--- src/design/gauge_pkg.sv ---
// Shared constants and types of the gas-gauge control register block.
// Assumes a single 10 MHz clock domain and an active-low asynchronous reset.
package gauge_pkg;

    // Clock rate and scan-mode sleep time.
    localparam int unsigned CLK_HZ         = 10_000_000;
    localparam int unsigned SCAN_PERIOD_S  = 10;
    localparam int unsigned SCAN_CYCLES    = SCAN_PERIOD_S * CLK_HZ;

    // Control register field positions.
    localparam int MODE_MSB  = 7;
    localparam int MODE_LSB  = 6;
    localparam int PRE_MSB   = 5;
    localparam int PRE_LSB   = 3;
    localparam int PIN_MSB   = 2;
    localparam int PIN_LSB   = 1;
    localparam int SHDN_BIT  = 0;

    // Converter mode codes.
    localparam logic [1:0] MODE_SLEEP  = 2'h0;
    localparam logic [1:0] MODE_SINGLE = 2'h1;
    localparam logic [1:0] MODE_SCAN   = 2'h2;
    localparam logic [1:0] MODE_AUTO   = 2'h3;

    // Pin-function codes; bit 1 enables alert output, bit 0 charge-complete input.
    localparam logic [1:0] PIN_OFF     = 2'h0;
    localparam logic [1:0] PIN_CHARGE  = 2'h1;
    localparam logic [1:0] PIN_ALERT   = 2'h2;

    // Reset values.
    localparam logic [1:0]  MODE_RESET = MODE_SLEEP;
    localparam logic [2:0]  PRE_RESET  = 3'h7;
    localparam logic [1:0]  PIN_RESET  = PIN_ALERT;
    localparam logic        SHDN_RESET = 1'b0;
    localparam logic [15:0] ACR_RESET  = 16'h7FFF;
    localparam logic [15:0] ACR_FULL   = 16'hFFFF;

    // Prescaler sizing; the largest factor is 4096.
    localparam int          PRE_CNT_W  = 13;
    localparam logic [2:0]  PRE_CAP    = 3'h6;

    typedef struct packed {
        logic [1:0] adc_mode;
        logic [2:0] prescale;
        logic [1:0] pin_func;
        logic       shutdown;
    } ctrl_s;

    localparam ctrl_s CTRL_RESET = '{MODE_RESET, PRE_RESET, PIN_RESET, SHDN_RESET};

    // Division factor four to the power of the code, capped at code 6.
    function automatic logic [PRE_CNT_W-1:0] prescale_factor(input logic [2:0] code);
        logic [2:0] eff;
        eff = (code > PRE_CAP) ? PRE_CAP : code;
        prescale_factor = PRE_CNT_W'(1) << (2 * eff);
    endfunction

endpackage

--- src/design/charge_prescaler.sv ---
// Up/down prescaler between the analog integrator ticks and the accumulator.
// Assumes tick inputs are one-cycle pulses synchronous to ref_clk.
`timescale 1ns/1ns
`default_nettype none

module charge_prescaler (
    input  wire logic       ref_clk,
    input  wire logic       rstn,
    input  wire logic       clk_en,
    input  wire logic [2:0] code,
    input  wire logic       clear,
    input  wire logic       up,
    input  wire logic       dn,
    output var  logic       ovf,
    output var  logic       unf
);

    logic [gauge_pkg::PRE_CNT_W-1:0] count;
    logic [gauge_pkg::PRE_CNT_W-1:0] next_count;
    logic [gauge_pkg::PRE_CNT_W-1:0] limit;
    logic                            at_top;
    logic                            at_bottom;
    logic                            step_up;
    logic                            step_dn;

    assign limit     = gauge_pkg::prescale_factor(code) - gauge_pkg::PRE_CNT_W'(1);
    assign at_top    = count >= limit;
    assign at_bottom = count == '0;
    assign step_up   = up && !dn && !clear;
    assign step_dn   = dn && !up && !clear;

    assign next_count = clear   ? '0 :
                        step_up ? (at_top ? '0 : count + gauge_pkg::PRE_CNT_W'(1)) :
                        step_dn ? (at_bottom ? limit : count - gauge_pkg::PRE_CNT_W'(1)) :
                                  count;

    always_ff @(posedge ref_clk or negedge rstn) begin
        if (!rstn) begin
            count <= '0;
            ovf   <= 1'b0;
            unf   <= 1'b0;
        end else if (clk_en) begin
            count <= next_count;
            ovf   <= step_up && at_top;
            unf   <= step_dn && at_bottom;
        end
    end
endmodule

`default_nettype wire

--- src/design/gauge_control_register.sv ---
// Control register of the battery gas gauge, converter sequencer, alert pin
// logic and charge accumulator. Assumes the serial-bus front end delivers
// register writes as one-cycle strobes and the analog side delivers integrator
// ticks, conversion-done and limit events as one-cycle pulses on ref_clk.
`timescale 1ns/1ns
`default_nettype none

// Contract
// - Mode field: 11 continuous, 10 every 10 s, 01 once, 00 sleep.
// - Prescale field resets to 111; codes 110 and 111 give 4096.
// - Prescale codes 000 to 110 divide by four to the code.
// - Pin field resets to 10, alert mode, open-drain active-low output.
// - Alert mode pulls pin low on any limit or accumulator wrap.
// - A completed alert response from the master releases the pin.
// - Changing pin field during an alert keeps pin low until response.
// - Pin field 01: low pin input loads accumulator with FFFFh.
// - Pin field 00: no alert drive and no charge-complete input.
// - Shutdown stops integration; accumulator ignores charge meanwhile.
// - Bus and register contents stay alive through shutdown.
// - Entering shutdown drops the prescaler's fractional count.
// - Shutdown bit resets to 0 so integration runs after power-on.
// - Prescaler overflow increments accumulator, underflow decrements it.
// - Single conversion set ends by writing mode field back to 00.
module gauge_control_register #(
    parameter int unsigned SCAN_CYCLES = gauge_pkg::SCAN_CYCLES
) (
    input  wire logic             ref_clk,
    input  wire logic             rstn,
    input  wire logic             clk_en,
    input  wire logic             ctrl_wr,
    input  wire gauge_pkg::ctrl_s ctrl_wr_data,
    output var  gauge_pkg::ctrl_s control,
    input  wire logic             acr_wr,
    input  wire logic [15:0]      acr_wr_data,
    output var  logic [15:0]      charge_accumulator,
    input  wire logic             integ_up,
    input  wire logic             integ_dn,
    input  wire logic             conv_done,
    input  wire logic             limit_event,
    input  wire logic             ara_done,
    output var  logic             conv_start,
    output var  logic             analog_on,
    output var  logic             acr_wrapped,
    input  wire logic             alert_or_charge_done_pin_in,
    output var  logic             alert_or_charge_done_pin_out,
    output var  logic             alert_or_charge_done_pin_oe
);

    typedef enum logic [1:0] { CV_IDLE, CV_BUSY, CV_WAIT } conv_state_e;

    localparam int CNT_W = $clog2(SCAN_CYCLES + 1);

    conv_state_e      state;
    conv_state_e      next_state;
    logic [1:0]       run_mode;
    logic [CNT_W-1:0] wait_cnt;
    logic [CNT_W-1:0] next_wait_cnt;
    gauge_pkg::ctrl_s next_control;
    logic [15:0]      next_acr;
    logic             pf_ovf;
    logic             pf_unf;
    logic             alert_en;
    logic             charge_en;
    logic             full_load;
    logic             count_up;
    logic             count_dn;
    logic             wrap_evt;
    logic             alert_set;
    logic             start_now;
    logic             single_end;

    assign alert_en  = control.pin_func[1];
    assign charge_en = control.pin_func[0];

    charge_prescaler u_prescaler (
        .ref_clk (ref_clk),
        .rstn    (rstn),
        .clk_en  (clk_en),
        .code    (control.prescale),
        .clear   (control.shutdown),
        .up      (integ_up && !control.shutdown),
        .dn      (integ_dn && !control.shutdown),
        .ovf     (pf_ovf),
        .unf     (pf_unf)
    );

    assign full_load = charge_en && !alert_or_charge_done_pin_in && !alert_or_charge_done_pin_oe;
    assign count_up  = pf_ovf && !control.shutdown;
    assign count_dn  = pf_unf && !control.shutdown;
    assign wrap_evt  = (count_up && charge_accumulator == 16'hFFFF)
                    || (count_dn && charge_accumulator == 16'h0000);

    assign next_acr = acr_wr    ? acr_wr_data :
                      full_load ? gauge_pkg::ACR_FULL :
                      count_up  ? charge_accumulator + 16'h0001 :
                      count_dn  ? charge_accumulator - 16'h0001 :
                                  charge_accumulator;

    assign alert_set = alert_en && (limit_event || wrap_evt);

    assign start_now  = state == CV_IDLE && control.adc_mode != gauge_pkg::MODE_SLEEP && !control.shutdown;
    assign single_end = state == CV_BUSY && conv_done && run_mode == gauge_pkg::MODE_SINGLE;

    always_comb begin
        next_state    = state;
        next_wait_cnt = wait_cnt;
        case (state)
            CV_IDLE: begin
                if (start_now) begin
                    next_state = CV_BUSY;
                end
            end
            CV_BUSY: begin
                if (conv_done) begin
                    if (control.adc_mode == gauge_pkg::MODE_SCAN && !single_end) begin
                        next_state    = CV_WAIT;
                        next_wait_cnt = CNT_W'(SCAN_CYCLES);
                    end else begin
                        next_state = CV_IDLE;
                    end
                end
            end
            CV_WAIT: begin
                if (control.adc_mode != gauge_pkg::MODE_SCAN || wait_cnt <= CNT_W'(1)) begin
                    next_state    = CV_IDLE;
                    next_wait_cnt = '0;
                end else begin
                    next_wait_cnt = wait_cnt - CNT_W'(1);
                end
            end
            default: begin
                next_state = CV_IDLE;
            end
        endcase
    end

    always_comb begin
        next_control = control;
        if (ctrl_wr) begin
            next_control = ctrl_wr_data;
        end else if (single_end) begin
            next_control.adc_mode = gauge_pkg::MODE_SLEEP;
        end
    end

    always_ff @(posedge ref_clk or negedge rstn) begin
        if (!rstn) begin
            control            <= gauge_pkg::CTRL_RESET;
            charge_accumulator <= gauge_pkg::ACR_RESET;
            state              <= CV_IDLE;
            run_mode           <= gauge_pkg::MODE_SLEEP;
            wait_cnt           <= '0;
            conv_start         <= 1'b0;
            analog_on          <= 1'b1;
            acr_wrapped        <= 1'b0;
        end else if (clk_en) begin
            control            <= next_control;
            charge_accumulator <= next_acr;
            state              <= next_state;
            run_mode           <= start_now ? control.adc_mode : run_mode;
            wait_cnt           <= next_wait_cnt;
            conv_start         <= start_now;
            analog_on          <= !next_control.shutdown;
            acr_wrapped        <= wrap_evt && !acr_wr && !full_load;
        end
    end

    always_ff @(posedge ref_clk or negedge rstn) begin
        if (!rstn) begin
            alert_or_charge_done_pin_oe  <= 1'b0;
            alert_or_charge_done_pin_out <= 1'b0;
        end else if (clk_en) begin
            alert_or_charge_done_pin_oe  <= alert_set || (alert_or_charge_done_pin_oe && !ara_done);
            alert_or_charge_done_pin_out <= 1'b0;
        end
    end
endmodule

`default_nettype wire

--- config.mk ---
export PLATFORM = sky130hd
export DESIGN_NAME = gauge_control_register
export DESIGN_NICKNAME = d
export VERILOG_FILES = /design/src/design/gauge_pkg.sv /design/src/design/charge_prescaler.sv /design/src/design/gauge_control_register.sv
export SDC_FILE = /design/constraint.sdc
export NUM_CORES = 1
export LEC_CHECK = 0
export ABC_AREA = 1
export ABC_CLOCK_PERIOD_IN_PS = 2600
export BUFFER_PORTS_ARGS = -buffer_cell sky130_fd_sc_hd__buf_2
export CAP_MARGIN = 20
export CORE_ASPECT_RATIO = 0.75
export CORE_UTILIZATION = 25
export CTS_BUF_LIST = sky130_fd_sc_hd__clkbuf_16
export CTS_CLUSTER_SIZE = 24
export DETAILED_ROUTE_END_ITERATION = 7
export HOLD_SLACK_MARGIN = 0.12
export PLACE_DENSITY = 0.48
export SLEW_MARGIN = 20
export SYNTH_ARGS = -nofsm -noshare
export SYNTH_HDL_FRONTEND = slang
export SYNTH_SLANG_ARGS = --single-unit
--- constraint.sdc ---
create_clock -name ref_clk -period 2.6 [get_ports ref_clk]
set_input_delay 0.13 -clock ref_clk [delete_from_list [all_inputs] [get_ports ref_clk]]
set_output_delay 0.13 -clock ref_clk [all_outputs]
set_load 0.05 [all_outputs]
# Yosys cells after proc, flatten, opt, wreduce, memory -nomap -nowiden
# Cells that the tools add are included.
# W data, S select, Z words.
[totals] ff_bits=74 latch_bits=0 ramBits=0 mem_bits_ro=0 output_inout_bits=29 n_memories=0
[op_classes] addsub=6 multipliers=0 n_div=0 order_cmp=3 eq_ne=10 shifts=1 n_mux=22 bitwise=0 reduce_logical=52
[op_table] cell="$mux W27" n=3
[op_table] cell="$mux W13" n=5
[op_table] cell="$mux W16" n=4
[op_table] cell="$pmux W27 S2" n=1
[op_table] cell="$le A27 B1 Y1 const B" n=1
[op_table] cell="$sub A27 B1 Y27 const B" n=1
[op_table] cell="$sub A13 B1 Y13 const B" n=2
[op_table] cell="$logic_and A1 B1 Y1" n=23
[op_table] cell="$add A16 B1 Y16 const B" n=1
[op_table] cell="$eq A16 B16 Y1 const B" n=1
[op_table] cell="$logic_not A16 Y1" n=1
[op_table] cell="$sub A16 B1 Y16 const B" n=1
[op_table] cell="$add A13 B1 Y13 const B" n=1
[op_table] cell="$ge A13 B13 Y1" n=1
[op_table] cell="$logic_not A13 Y1" n=1
[op_table] cell="$shl A1 B4 Y13 const A" n=1
[op_table] cell="$mux W2" n=6
[op_table] cell="$logic_not A1 Y1" n=10
[op_table] cell="$reduce_and A2 Y1" n=5
[op_table] cell="$ne A2 B2 Y1 const B" n=4
[op_table] cell="$reduce_and A4 Y1" n=2
[op_table] cell="$pmux W2 S3" n=1
[op_table] cell="$reduce_bool A2 Y1" n=3
[op_table] cell="$eq A2 B1 Y1 const B" n=2
[op_table] cell="9 further kinds" n=13

# Depth between registers and ports, before layout
# Gate-level depths: netlist of the first run.
[logic_depth] depth_word=8 depth_mapped=16 mapped_depth_nobuf=16

# Cells and area by module
# From an unflattened synthesis of the first run, not the netlist that was laid out.
[hier_totals] hier_cells=943 area_unflattened_um2=6349.8
[by_module_without_submodules] mod="gauge_control_register" n_inst=1 cells_per_inst=653 area_each_um2=4514.3
[by_module_without_submodules] mod="charge_prescaler" n_inst=1 cells_per_inst=290 area_each_um2=1835.5

# Worst setup path after synthesis of the first run
# OpenSTA, ideal clock, no wires.
[synth_timing] path_kind="register to register" start="register control[5] in the netlist's numbering" end="register u_prescaler.count[5] in the netlist's numbering" setup_time_ns=0.066 arrival_ns=2.447 required_ns=2.534 slack_ns=0.088 path_stages_with_launch=16 n_path_buf=2 synth_period_minus_slack_ns=2.512 path_cell_list="dfstp_2 -> buf_2 -> inv_1 -> o21ai_0 -> inv_1 -> ha_1 -> nand2_1 -> inv_1 -> nand2_1 -> nand2_1 -> a21oi_1 -> nand3_1 -> buf_2 -> o21ai_0 -> nand2_1 -> nand2_1"
[synth_via] elab_chain_len=8
[synth_rtl] element="from (decl)" line_no="gauge_control_register.sv:32" rtl="output var gauge_pkg::ctrl_s control,"
[synth_rtl] element="from (signal assigned)" line_no="gauge_control_register.sv:148" rtl="control <= gauge_pkg::CTRL_RESET;"
[synth_rtl] element="from (signal assigned)" line_no="gauge_control_register.sv:157" rtl="control <= next_control;"
[synth_rtl] element="$gt A3 B3 Y1" line_no="gauge_pkg.sv:54" rtl="eff = (code > PRE_CAP) ? PRE_CAP : code;"
[synth_rtl] element="$mux W3 *" line_no="gauge_pkg.sv:54"
[synth_rtl] element="$shl A1 B4 Y13 *" line_no="gauge_pkg.sv:55" rtl="prescale_factor = PRE_CNT_W'(1) << (2 * eff);"
[synth_rtl] element="$sub A13 B1 Y13 *" line_no="charge_prescaler.sv:26" rtl="assign limit = gauge_pkg::prescale_factor(code) - gauge_pkg::PRE_CNT_W'(1);"
[synth_rtl] element="$ge A13 B13 Y1 or $mux W13 (tied branches)" line_no="charge_prescaler.sv:27, charge_prescaler.sv:34"
[synth_rtl] element="$mux W13 (on tied branches)" line_no="charge_prescaler.sv:33, charge_prescaler.sv:34"
[synth_rtl] element="$mux W13 *" line_no="charge_prescaler.sv:33" rtl="step_up ? (at_top ? '0 : count + gauge_pkg::PRE_CNT_W'(1)) :"
[synth_rtl] element="$mux W13 *" line_no="charge_prescaler.sv:32" rtl="assign next_count = clear ? '0 :"
[synth_rtl] element="to (signal assigned)" line_no="charge_prescaler.sv:43" rtl="count <= next_count;"
[synth_rtl] element="to (decl)" line_no="charge_prescaler.sv:18" rtl="logic [gauge_pkg::PRE_CNT_W-1:0] count;"
# Every way passes the cells marked *; elsewhere a longest branch is shown, timed or not. The select of a mux whose other input is x is not followed.
# A chain may end at the register's enable or synchronous reset.

# Worst setup path after layout of the first run
[layout_timing] start="register control[0] in the netlist's numbering" end="register charge_accumulator[11]"
[layout_via] elab_chain_len=5
[layout_rtl] element="$logic_not A1 Y1 *" line_no="gauge_control_register.sv:88, gauge_control_register.sv:89"
[layout_rtl] element="$logic_and A1 B1 Y1" line_no="gauge_control_register.sv:88" rtl="assign count_up = pf_ovf && !control.shutdown;"
[layout_rtl] element="$mux W16" line_no="gauge_control_register.sv:95" rtl="count_up ? charge_accumulator + 16'h0001 :"
[layout_rtl] element="$mux W16" line_no="gauge_control_register.sv:94" rtl="full_load ? gauge_pkg::ACR_FULL :"
[layout_rtl] element="$mux W16" line_no="gauge_control_register.sv:93" rtl="assign next_acr = acr_wr ? acr_wr_data :"
[layout_rtl] element="to (signal assigned)" line_no="gauge_control_register.sv:149" rtl="charge_accumulator <= gauge_pkg::ACR_RESET;"
[layout_rtl] element="to (signal assigned)" line_no="gauge_control_register.sv:158" rtl="charge_accumulator <= next_acr;"
[layout_rtl] element="to (decl)" line_no="gauge_control_register.sv:35" rtl="output var logic [15:0] charge_accumulator,"
# Every way passes the cells marked *; elsewhere a longest branch is shown, timed or not.

==> results.toml, run 1 <==
[timing]
rsz0062_at_grt = "false"
drv_slew = 0
clock_skew_ns = 0.0105
final.min_clock_period_ns = 2.37
finalSetupViolCount = 0
fmax_ghz = 0.422
finalWorstSetupSlack_ns = 0.229
fin_tns_setup_ns = 0
hold_violations = 0
slew_headroom_pct = 65.5
timing.hold.ws_ns = 0.126
tightest_slew_ns = 0.517
fin_crit_sh_pct = 91.2

[detailed_routing]
viasPerCell = 4.53
num_vias = 5930
antenna_left = 0
drt-wirelength-per-cell_um = 13.4
dr.pass1.iters = 5
drc = 0
drtIter0Drc = 347
drt-total-wl_um = 17600

[floorplanning]
dieArea_um2 = 24800
rows = 48
start_util_pct = 25.9
fp.dieH_um = 137
core_um2 = 23400
die_w_um = 182
pin_count = 64

[status]
status = "completed"

[synth]
syn_inst = 908
synthDistinctLibCells = 42
syn_area_um2 = 6050
yosys_warnings = 0
yosysSeqAreaShare_pct = 31.0
synthFlopType = "dfrtp_1"
syn_avg_cell_area_um2 = 6.67
synth_edf_count = 0
synth_seq_cells = 74
synthArstFlopShare_pct = 100
synth_nets = 975

[job]
timing.max_cap.violations = 0

[power]
p_per_area_nw_per_um2 = 1130
vdd_drop_max_uv = 403
p_leak_nw = 3.66

[setup_path]
startpoint_type = "flip-flop"
path_class = "reg -> reg"
r2r_cells = 14
crit_arrival_ns = 2.65
cp_max_fo = 15
cp.required_ns = 2.88
worstSetupEndpointType = "flip-flop"

[clocking]
cts_tree = "yes"
htree_levels = 3
clkSlewWorstSetupHoldPaths_ns = 0.06
root_buffer = "clkbuf_16"
cts.sinks = 74
numCtsBuffers = 9
clockBufferDepth = 2
clock_latency_ns = 0.35

[global_routing]
grt_max_degree = 58
grt_pass1_vias = 5442
grt_antenna_before_repair = 0
overflow = 0
grt_use_total_pct = 14.9
grt_first_pass_wirelength_um = 29000

[placement]
dp_cells = 1266
place_congestion = 0.838
numPortBuffers = 62
dp_hpwl_um = 13200
place_area_um2 = 6760
post-place-ws_ns = 0.188

[final_layout]
regArea_um2 = 1880
antenna_cells = 0
drive_gt1_share_pct = 16.3
fill_cells = 2522
fin_area_um2 = 7370
nets = 1071
fin_cells = 1309
syn2layout_area_growth_pct = 21.8
multi_input_area_um2 = 3650

[worst_hold_path]
hp-class = "in -> reg"
whs_path_depth = 4
layer usage:
metal | up-vias | global-route usage [%] | share of wire [%]
li1 | 3094 | - | -
met1 | 2668 | 23.2 | 56
met2 | 155 | 20.0 | 37
met3 | 13 | 2.95 | 5.8
met4 | 0 | 4.10 | 1.1
met5 | - | 0 | 0
report_power, final:
group	internal, mW	leakage (nW)	total, mW	switching [mW]
Clock	0.864	0.168	1.42	0.557
Sequential	1.64	0.901	2.18	0.549
Combinational	1.64	2.59	4.73	3.09
flip-flops by register name, summed over array words and instances, names as in the netlist, 2 cells and up:
name	cells
charge_accumulator	16
run_mode	2
state	2
wait_cnt	27
control	8
u_prescaler.count	13
path summary, 6_finish.rpt:
check                                              from                            endpoint  slack, ns
worst max-delay path             control[0]$_DFFE_PN0P_  charge_accumulator[11]$_DFFE_PN1P_       0.23
worst max register to register   control[0]$_DFFE_PN0P_  charge_accumulator[11]$_DFFE_PN1P_       0.23
max in group asynchronous                          rstn               analog_on$_DFFE_PN1P_       1.72
worst min-delay path                    ctrl_wr_data[0]               analog_on$_DFFE_PN1P_       0.13
worst min register to register  run_mode[1]$_DFFE_PN0P_             run_mode[1]$_DFFE_PN0P_       0.49
min in group asynchronous                          rstn    u_prescaler.count[5]$_DFFE_PN0P_       0.22
cells by family (layout without fill, tap and decap cells):
logic type / Yosys count / after routing / share of synthesized area, %
xor gates and xnor gates: 37 / 37 / 5.35
other: 2 / 2 / 0.124
buffers and inverters: 124 / 225 / 8.77
muxes: 3 / 3 / 0.558
and+or+nand+nor: 529 / 529 / 38.0
adders and majority gates: 32 / 32 / 6.74
AOI/OAI and AO/OA: 107 / 107 / 9.45
DFF: 74 / 74 / 31.0
Yosys cell counts (all sizes together), types with 2 or more instances:
| cell type | number | area, µm² |
|---|---|---|
| nand2 | 282 | 1080 |
| nor2 | 148 | 663 |
| inv | 98 | 368 |
| nand3 | 66 | 340 |
| dfrtp | 54 | 1350 |
| o21ai | 52 | 260 |
| a21oi | 44 | 231 |
| ha | 31 | 388 |
| xor2 | 29 | 254 |
| buf | 20 | 140 |
| dfstp | 20 | 526 |
| nand4 | 16 | 100 |
| xnor2 | 8 | 70.1 |
| nor3 | 7 | 40.0 |
| clkbuf | 5 | 18.8 |
| nand3b | 5 | 37.5 |
| mux2 | 3 | 33.8 |
| nor4 | 3 | 25.0 |
| o22ai | 3 | 18.8 |
| conb | 2 | 7.51 |
| o211ai | 2 | 15.0 |
| o31ai | 2 | 15.0 |
| or2 | 2 | 12.5 |
repair_timing:
item,in CTS,in global routing
setup buffers,0,1
endpoints found under the hold margin,87,0
hold buffers,26,0
setup endpoints to repair,0,12
resized for setup,0,3
critical path, stage by stage, from the launching register on:
cell and delay [ns]:
dfrtp_1 0.37, nor2_1 0.28, clkinvlp_4 0.13, buf_4 0.21, ha_1 0.36, nand2_1 0.14, inv_1 0.05, a21oi_1 0.19
nand2_1 0.13, nand3_1 0.11, nand2_1 0.06, nand2_1 0.05, nand3_1 0.09, nand2_1 0.07, nand2_1 0.05
cells in the final DEF (no fill, tap or decap), types with 5 or more instances in the layout:
cell	netlist	routed
nand3_1	64	64
nand3b_1	5	5
o21ai_1	16	17
nor3_1	6	6
xor2_1	29	29
clkbuf_16	0	11
buf_2	10	61
inv_1	90	90
nor2_1	128	128
dlygate4sd3_1	0	26
nand2_1	277	277
xnor2_1	8	8
ha_1	31	31
nor2_4	6	6
nand4_1	16	16
dfrtp_1	54	54
buf_4	6	21
inv_2	8	8
nor2_2	12	12
o21ai_0	36	35
a21oi_1	43	42
dfstp_2	20	20
area by class of cell:
class / instances / area share (%)
Clock buffer: 11 / 3.73
Clock inverter: 5 / 0.781
Inverter: 99 / 5.09
Multi-Input combinational cell: 710 / 49.5
Sequential cell: 74 / 25.5
Tap cell: 300 / 5.09
Timing Repair Buffer: 110 / 10.4
per-stage QoR:
stage | utilization (%) | total power, mW
after CTS | 31.5 | 8.38
after detailed placement | 29.0 | 6.86
after global routing | 31.6 | 9.17
after global placement | 29.0 | 6.88
final | 31.6 | 8.34
after floorplan | - | 5.75
No activity file was read; power rests on OpenSTA's default activity.
==> run 2, diff against run 1 <==
--- a/config.mk
+++ b/config.mk
@@ -8,14 +8,14 @@
 export ABC_AREA = 1
 export ABC_CLOCK_PERIOD_IN_PS = 2600
 export BUFFER_PORTS_ARGS = -buffer_cell sky130_fd_sc_hd__buf_2
-export CAP_MARGIN = 20
+export CAP_MARGIN = 5
 export CORE_ASPECT_RATIO = 0.75
-export CORE_UTILIZATION = 25
+export CORE_UTILIZATION = 60
 export CTS_BUF_LIST = sky130_fd_sc_hd__clkbuf_16
 export CTS_CLUSTER_SIZE = 24
 export DETAILED_ROUTE_END_ITERATION = 7
 export HOLD_SLACK_MARGIN = 0.12
-export PLACE_DENSITY = 0.48
+export PLACE_DENSITY = 0.88
 export SLEW_MARGIN = 20
 export SYNTH_ARGS = -nofsm -noshare
 export SYNTH_HDL_FRONTEND = slang
==> results.toml, run 2 (synthesis gave the netlist of run 1 again) <==
[final_layout]
antenna_cells = 0
layout_commonest_cell = "nand2_1"
largest_register_ffs = 27
top_regs = "wait_cnt (27), charge_accumulator (16), u_prescaler.count (13)"
post-route-util_pct = 72.3
nets = 1061
final_cell_mix = "277 x nand2_1, 127 x nor2_1, 90 x inv_1, 64 x nand3_1, 61 x buf_2"
syn2layout_area_growth_pct = 16.3
drive_gt1_share_pct = 15.5
largest-register = "wait_cnt"
fin_cells = 1131

[clocking]
htree_levels = 3
numCtsBuffers = 9
cts_tree = "yes"
cts.sinks = 74
clkSlewWorstSetupHoldPaths_ns = 0.06
clock_latency_ns = 0.35
clockBufferDepth = 2
root_buffer = "clkbuf_16"

[job]
timing.max_cap.violations = 0

[setup_path]
path_common_cell = "nand2_1"
cp.required_ns = 2.89
startpoint_type = "flip-flop"
worstSetupEndpointType = "flip-flop"
cp_top_family = "simple AND/OR/NAND/NOR gates"
crit_path_cell_trace = "nand2_1 > o21ai_0 > inv_1 > ha_1 > nand2_1 > inv_1 > nand2_1 > nand2_1 > a21oi_2 > nand3_1 > buf_4 > o21ai_0 > nand2_1 > nand2_1"
path_class = "reg -> reg"
critical_path.max_stage_delay_ns = 0.61
cp_slowest_cell = "dfstp_2"
cp.buffers_inverters = 3
cp_max_fo = 12
crit_arrival_ns = 2.72

[timing]
rsz0062_at_grt = "false"
tightest_slew_ns = 0.961
hold_violations = 0
slew_headroom_pct = 36.0
finalSetupViolCount = 0
fin_tns_setup_ns = 0
fmax_ghz = 0.411
final.min_clock_period_ns = 2.44
drv_slew = 0
finalWorstSetupSlack_ns = 0.164
clock_skew_ns = 0.0121
fin_crit_sh_pct = 93.7

[power]
intPower_mw = 4.04
p_leak_nw = 3.59
swShare_pct = 50.8
p_per_area_nw_per_um2 = 1170
design_power_total_mw = 8.21
power_frac_seq_pct = 27.5
pwr-share-clk_pct = 16.2
pwr-share-comb_pct = 56.3
vdd_drop_max_uv = 774
p_switching_mw = 4.17

[global_routing]
overflow = 0
grt_max_degree = 75
grt_first_pass_wirelength_um = 26600
grt_use_total_pct = 32.1
grt_pass1_vias = 5500
grt_antenna_before_repair = 0

[detailed_routing]
met2WireLength_um = 6780
highest_layer = "met4"
met1_length_um = 7370
dr.pass1.iters = 5
viasPerCell = 5.51
drtIter0Drc = 556
antenna_left = 0
num_vias = 6236
drt-wirelength-per-cell_um = 14.3
drc = 0
drt-total-wl_um = 16100
wl_met3_um = 1710

[floorplanning]
core_um2 = 9740
fp.dieH_um = 89.0
pin_count = 64
die_w_um = 118
rows = 31
dieArea_um2 = 10500
start_util_pct = 62.2

[placement]
post-place-ws_ns = 0.234
numPortBuffers = 62
place_congestion = 0.944
dp_cells = 1089
dp_hpwl_um = 11400

[worst_hold_path]
hp-class = "in -> reg"

[status]
status = "completed"
run 2: cell types whose count changed in the layout (fill, tap and decap cells not counted), sizes merged:
cell / change
buf: -9
clkbuf: -2
clkinv: +2
inv: -2
bufinv: +1
clkinvlp: +1
dlygate4sd3: -1
run 2: per-layer routing:
layer / track usage, % / up-vias
li1: - / 3072
met1: 45.5 / 2801
met2: 48.4 / 333
met3: 8.23 / 30
met4: 10.0 / 0
met5: 0 / -
run 2: area by class of cell:
class	count	area [µm²]
fillers	754	2700
clock inverters	7	85.1
repair buffers	100	661
multi-input cells	710	3650
flip-flops and latches	74	1880
clock buffers	9	225
well taps	132	165
inverters	99	375
run 2: path summary, 6_finish.rpt:
check                                         from                                 end  slack (ns)  depth (start not counted)
hold reg to reg            run_mode[0]$_DFFE_PN0P_             run_mode[0]$_DFFE_PN0P_        0.50                          2
max in group asynchronous                     rstn                state[0]$_DFFE_PN0P_        1.50                          2
min in group asynchronous                     rstn            wait_cnt[17]$_DFFE_PN0P_        0.47                          2
setup / recovery            control[4]$_DFFE_PN1P_    u_prescaler.count[3]$_DFFE_PN0P_        0.16                         14
hold / removal                     acr_wr_data[14]  charge_accumulator[14]$_DFFE_PN1P_        0.13                          5
setup reg to reg            control[4]$_DFFE_PN1P_    u_prescaler.count[3]$_DFFE_PN0P_        0.16                         14
run 2: per-stage QoR:
stage / hold WS [ns] / instance area (µm²)
2_1_floorplan: -0.166 / 6050
3_3_place_gp: 0.339 / 6460
3_5_place_dp: 0.346 / 6460
4_1_cts: 0.124 / 7020
5_1_grt: 0.167 / 7040
6_report: 0.134 / 7040
run 2: power by group through the flow:
stage,Combinational (mW),Sequential (mW),Clock [mW]
2_1_floorplan,3.30,2.45,0
3_3_place_gp,4.33,2.23,0
3_5_place_dp,4.45,2.24,0
4_1_cts,4.54,2.23,1.34
5_1_grt,5.19,2.32,1.40
6_report,4.62,2.26,1.33
run 2: tightest hold or removal path: stages:
cell	delay (ns)
buf_2	0.10
nor2_1	0.09
nor2_1	0.05
nand2_1	0.06
nand2_1	0.04
run 2: timing repair:
item | CTS | global route
hold buffers | 25 | 0
buffers inserted | 0 | 1
resized for setup | 0 | 4
setup endpoints to repair | 0 | 7
hold endpoints to repair | 75 | 0
==> run 3, diff against run 2 <==
--- a/config.mk
+++ b/config.mk
@@ -10,12 +10,12 @@
 export BUFFER_PORTS_ARGS = -buffer_cell sky130_fd_sc_hd__buf_2
 export CAP_MARGIN = 5
 export CORE_ASPECT_RATIO = 0.75
-export CORE_UTILIZATION = 60
+export CORE_UTILIZATION = 47
 export CTS_BUF_LIST = sky130_fd_sc_hd__clkbuf_16
 export CTS_CLUSTER_SIZE = 24
 export DETAILED_ROUTE_END_ITERATION = 7
 export HOLD_SLACK_MARGIN = 0.12
-export PLACE_DENSITY = 0.88
+export PLACE_DENSITY = 0.73
 export SLEW_MARGIN = 20
 export SYNTH_ARGS = -nofsm -noshare
 export SYNTH_HDL_FRONTEND = slang
==> results.toml, run 3 (synthesis gave the netlist of run 1 again) <==
[status]
status = "completed"

[power]
p_per_area_nw_per_um2 = 1160
p_leak_nw = 3.60
p_switching_mw = 4.13
power_frac_seq_pct = 27.5
pwr-share-clk_pct = 17.3
intPower_mw = 4.10
vdd_drop_max_uv = 591
pwr-share-comb_pct = 55.2
design_power_total_mw = 8.23
swShare_pct = 50.2

[clocking]
cts.sinks = 74
numCtsBuffers = 9
clockBufferDepth = 2
root_buffer = "clkbuf_16"
clkSlewWorstSetupHoldPaths_ns = 0.06
clock_latency_ns = 0.35
htree_levels = 3
cts_tree = "yes"

[global_routing]
grt_max_degree = 65
grt_pass1_vias = 5599
grt_first_pass_wirelength_um = 27000
grt_util_met3_pct = 4.65
met2_usage_pct = 35.9
grt_use_total_pct = 25.4
grt_busiest_layer = "met1"
use_met1_pct = 39.4
grt_antenna_before_repair = 0
overflow = 0

[setup_path]
startpoint = "control[5]$_DFFE_PN1P_"
cp_slowest_cell = "dfstp_2"
startpoint_type = "flip-flop"
reg2reg_from = "control[5]$_DFFE_PN1P_"
r2r_end = "u_prescaler.count[3]$_DFFE_PN0P_"
crit_path_cell_trace = "inv_1 > o21ai_1 > inv_1 > ha_1 > nand2_1 > inv_1 > nand2_1 > nand2_1 > a21oi_2 > nand3_1 > buf_4 > o21ai_0 > nand2_1 > nand2_1"
r2r_cells = 14
cp.required_ns = 2.89
critical_path.max_stage_delay_ns = 0.57
path_common_cell = "nand2_1"
path_class = "reg -> reg"
setup.worst_path.end = "u_prescaler.count[3]$_DFFE_PN0P_"
r2r_slack_ns = 0.21
worstSetupEndpointType = "flip-flop"
cp_max_fo = 12
crit_arrival_ns = 2.68

[timing]
clock_skew_ns = 0.00875
hold_violations = 0
fin_tns_setup_ns = 0
drv_slew = 0
tightest_slew_ns = 0.834
final.min_clock_period_ns = 2.39
fin_crit_sh_pct = 92.0
timing.hold.ws_ns = 0.130
fmax_ghz = 0.418
finalSetupViolCount = 0
rsz0062_at_grt = "false"
slew_headroom_pct = 44.4

[worst_hold_path]
hold_start = "acr_wr_data[13]"
hp-class = "in -> reg"

[detailed_routing]
dr.pass1.iters = 5
antenna_left = 0
num_vias = 6059
drt-total-wl_um = 16000
viasPerCell = 5.20
drc = 0
drt-wirelength-per-cell_um = 13.7
drtIter0Drc = 442

[final_layout]
fill_cells = 1183
largest_register_ffs = 27
top_regs = "wait_cnt (27), charge_accumulator (16), u_prescaler.count (13)"
fin_area_um2 = 7120
layout_commonest_cell = "nand2_1"
final_cell_mix = "277 x nand2_1, 127 x nor2_1, 89 x inv_1, 64 x nand3_1, 61 x buf_2"
syn2layout_area_growth_pct = 17.6
drive_gt1_share_pct = 15.7
nets = 1062
antenna_cells = 0
largest-register = "wait_cnt"

[floorplanning]
pin_count = 64
start_util_pct = 48.7
rows = 35
dieArea_um2 = 13300
core_um2 = 12400
fp.dieH_um = 100
die_w_um = 133

[placement]
place_congestion = 0.876
place_area_um2 = 6500
numPortBuffers = 62
dp_hpwl_um = 11700

[job]
timing.max_cap.violations = 0
-- run 3: area by class of cell --
class / instances / area [µm²] / share of cell area [%]
flip-flops and latches: 74 / 1880 / 26.4
multi-input cells: 710 / 3650 / 51.3
clock inverters: 6 / 86.3 / 1.21
repair buffers: 101 / 671 / 9.42
inverters: 99 / 375 / 5.27
well taps: 166 / 208 / 2.92
clock buffers: 10 / 250 / 3.52
-- run 3: power groups by stage --
stage,registers (mW),logic (mW),clock network (mW)
2_1_floorplan,2.45,3.30,0
3_3_place_gp,2.26,4.38,0
3_5_place_dp,2.25,4.42,0
4_1_cts,2.25,4.49,1.44
5_1_grt,2.34,5.16,1.49
6_report,2.27,4.54,1.42
-- run 3: routing by layer --
metal  share of wire, %  wire [µm]
met2                 39       6250
met1                 53       8460
met4               0.87        140
met3                7.2       1150
met5                  0          0
-- run 3: worst max-delay path: cells and delay by family, from the launching register on --
kind	cells	cell delay (ns)
adders and majority gates	1	0.31
and+or+nand+nor	6	0.45
AOI/OAI and AO/OA	3	0.57
buffers and inverters	4	0.42
DFF	1	0.57
-- run 3: repair_timing --
action | 4_1_cts | 5_1_grt
endpoints found under the hold margin | 76 | 0
buffers inserted | 0 | 1
resized for setup | 0 | 4
setup endpoints to repair | 0 | 14
hold buffers | 26 | 0
-- run 3: per-stage QoR --
| step | instances | setup WS, ns | util, % |
|---|---|---|---|
| 5_1_grt | 1166 | 0.0508 | 57.2 |
| 3_3_place_gp | 1123 | 0.329 | 52.3 |
| 4_1_cts | 1165 | 0.164 | 57.1 |
| 3_5_place_dp | 1123 | 0.225 | 52.3 |
| 6_report | 1166 | 0.207 | 57.2 |
| 2_1_floorplan | 908 | 0.0875 | - |
-- run 3: how the worst min path moves through the flow --
stage	end	slack, ns	cells after the start
2_1_floorplan	acr_wrapped$_DFFE_PN0P_	-0.17	0
3_3_place_gp	wait_cnt[22]$_DFFE_PN0P_	0.29	1
3_5_place_dp	u_prescaler.count[11]$_DFFE_PN0P_	0.30	1
4_1_cts	charge_accumulator[13]$_DFFE_PN1P_	0.13	5
5_1_grt	u_prescaler.unf$_DFFE_PN0P_	0.17	2
6_report	charge_accumulator[13]$_DFFE_PN1P_	0.13	5
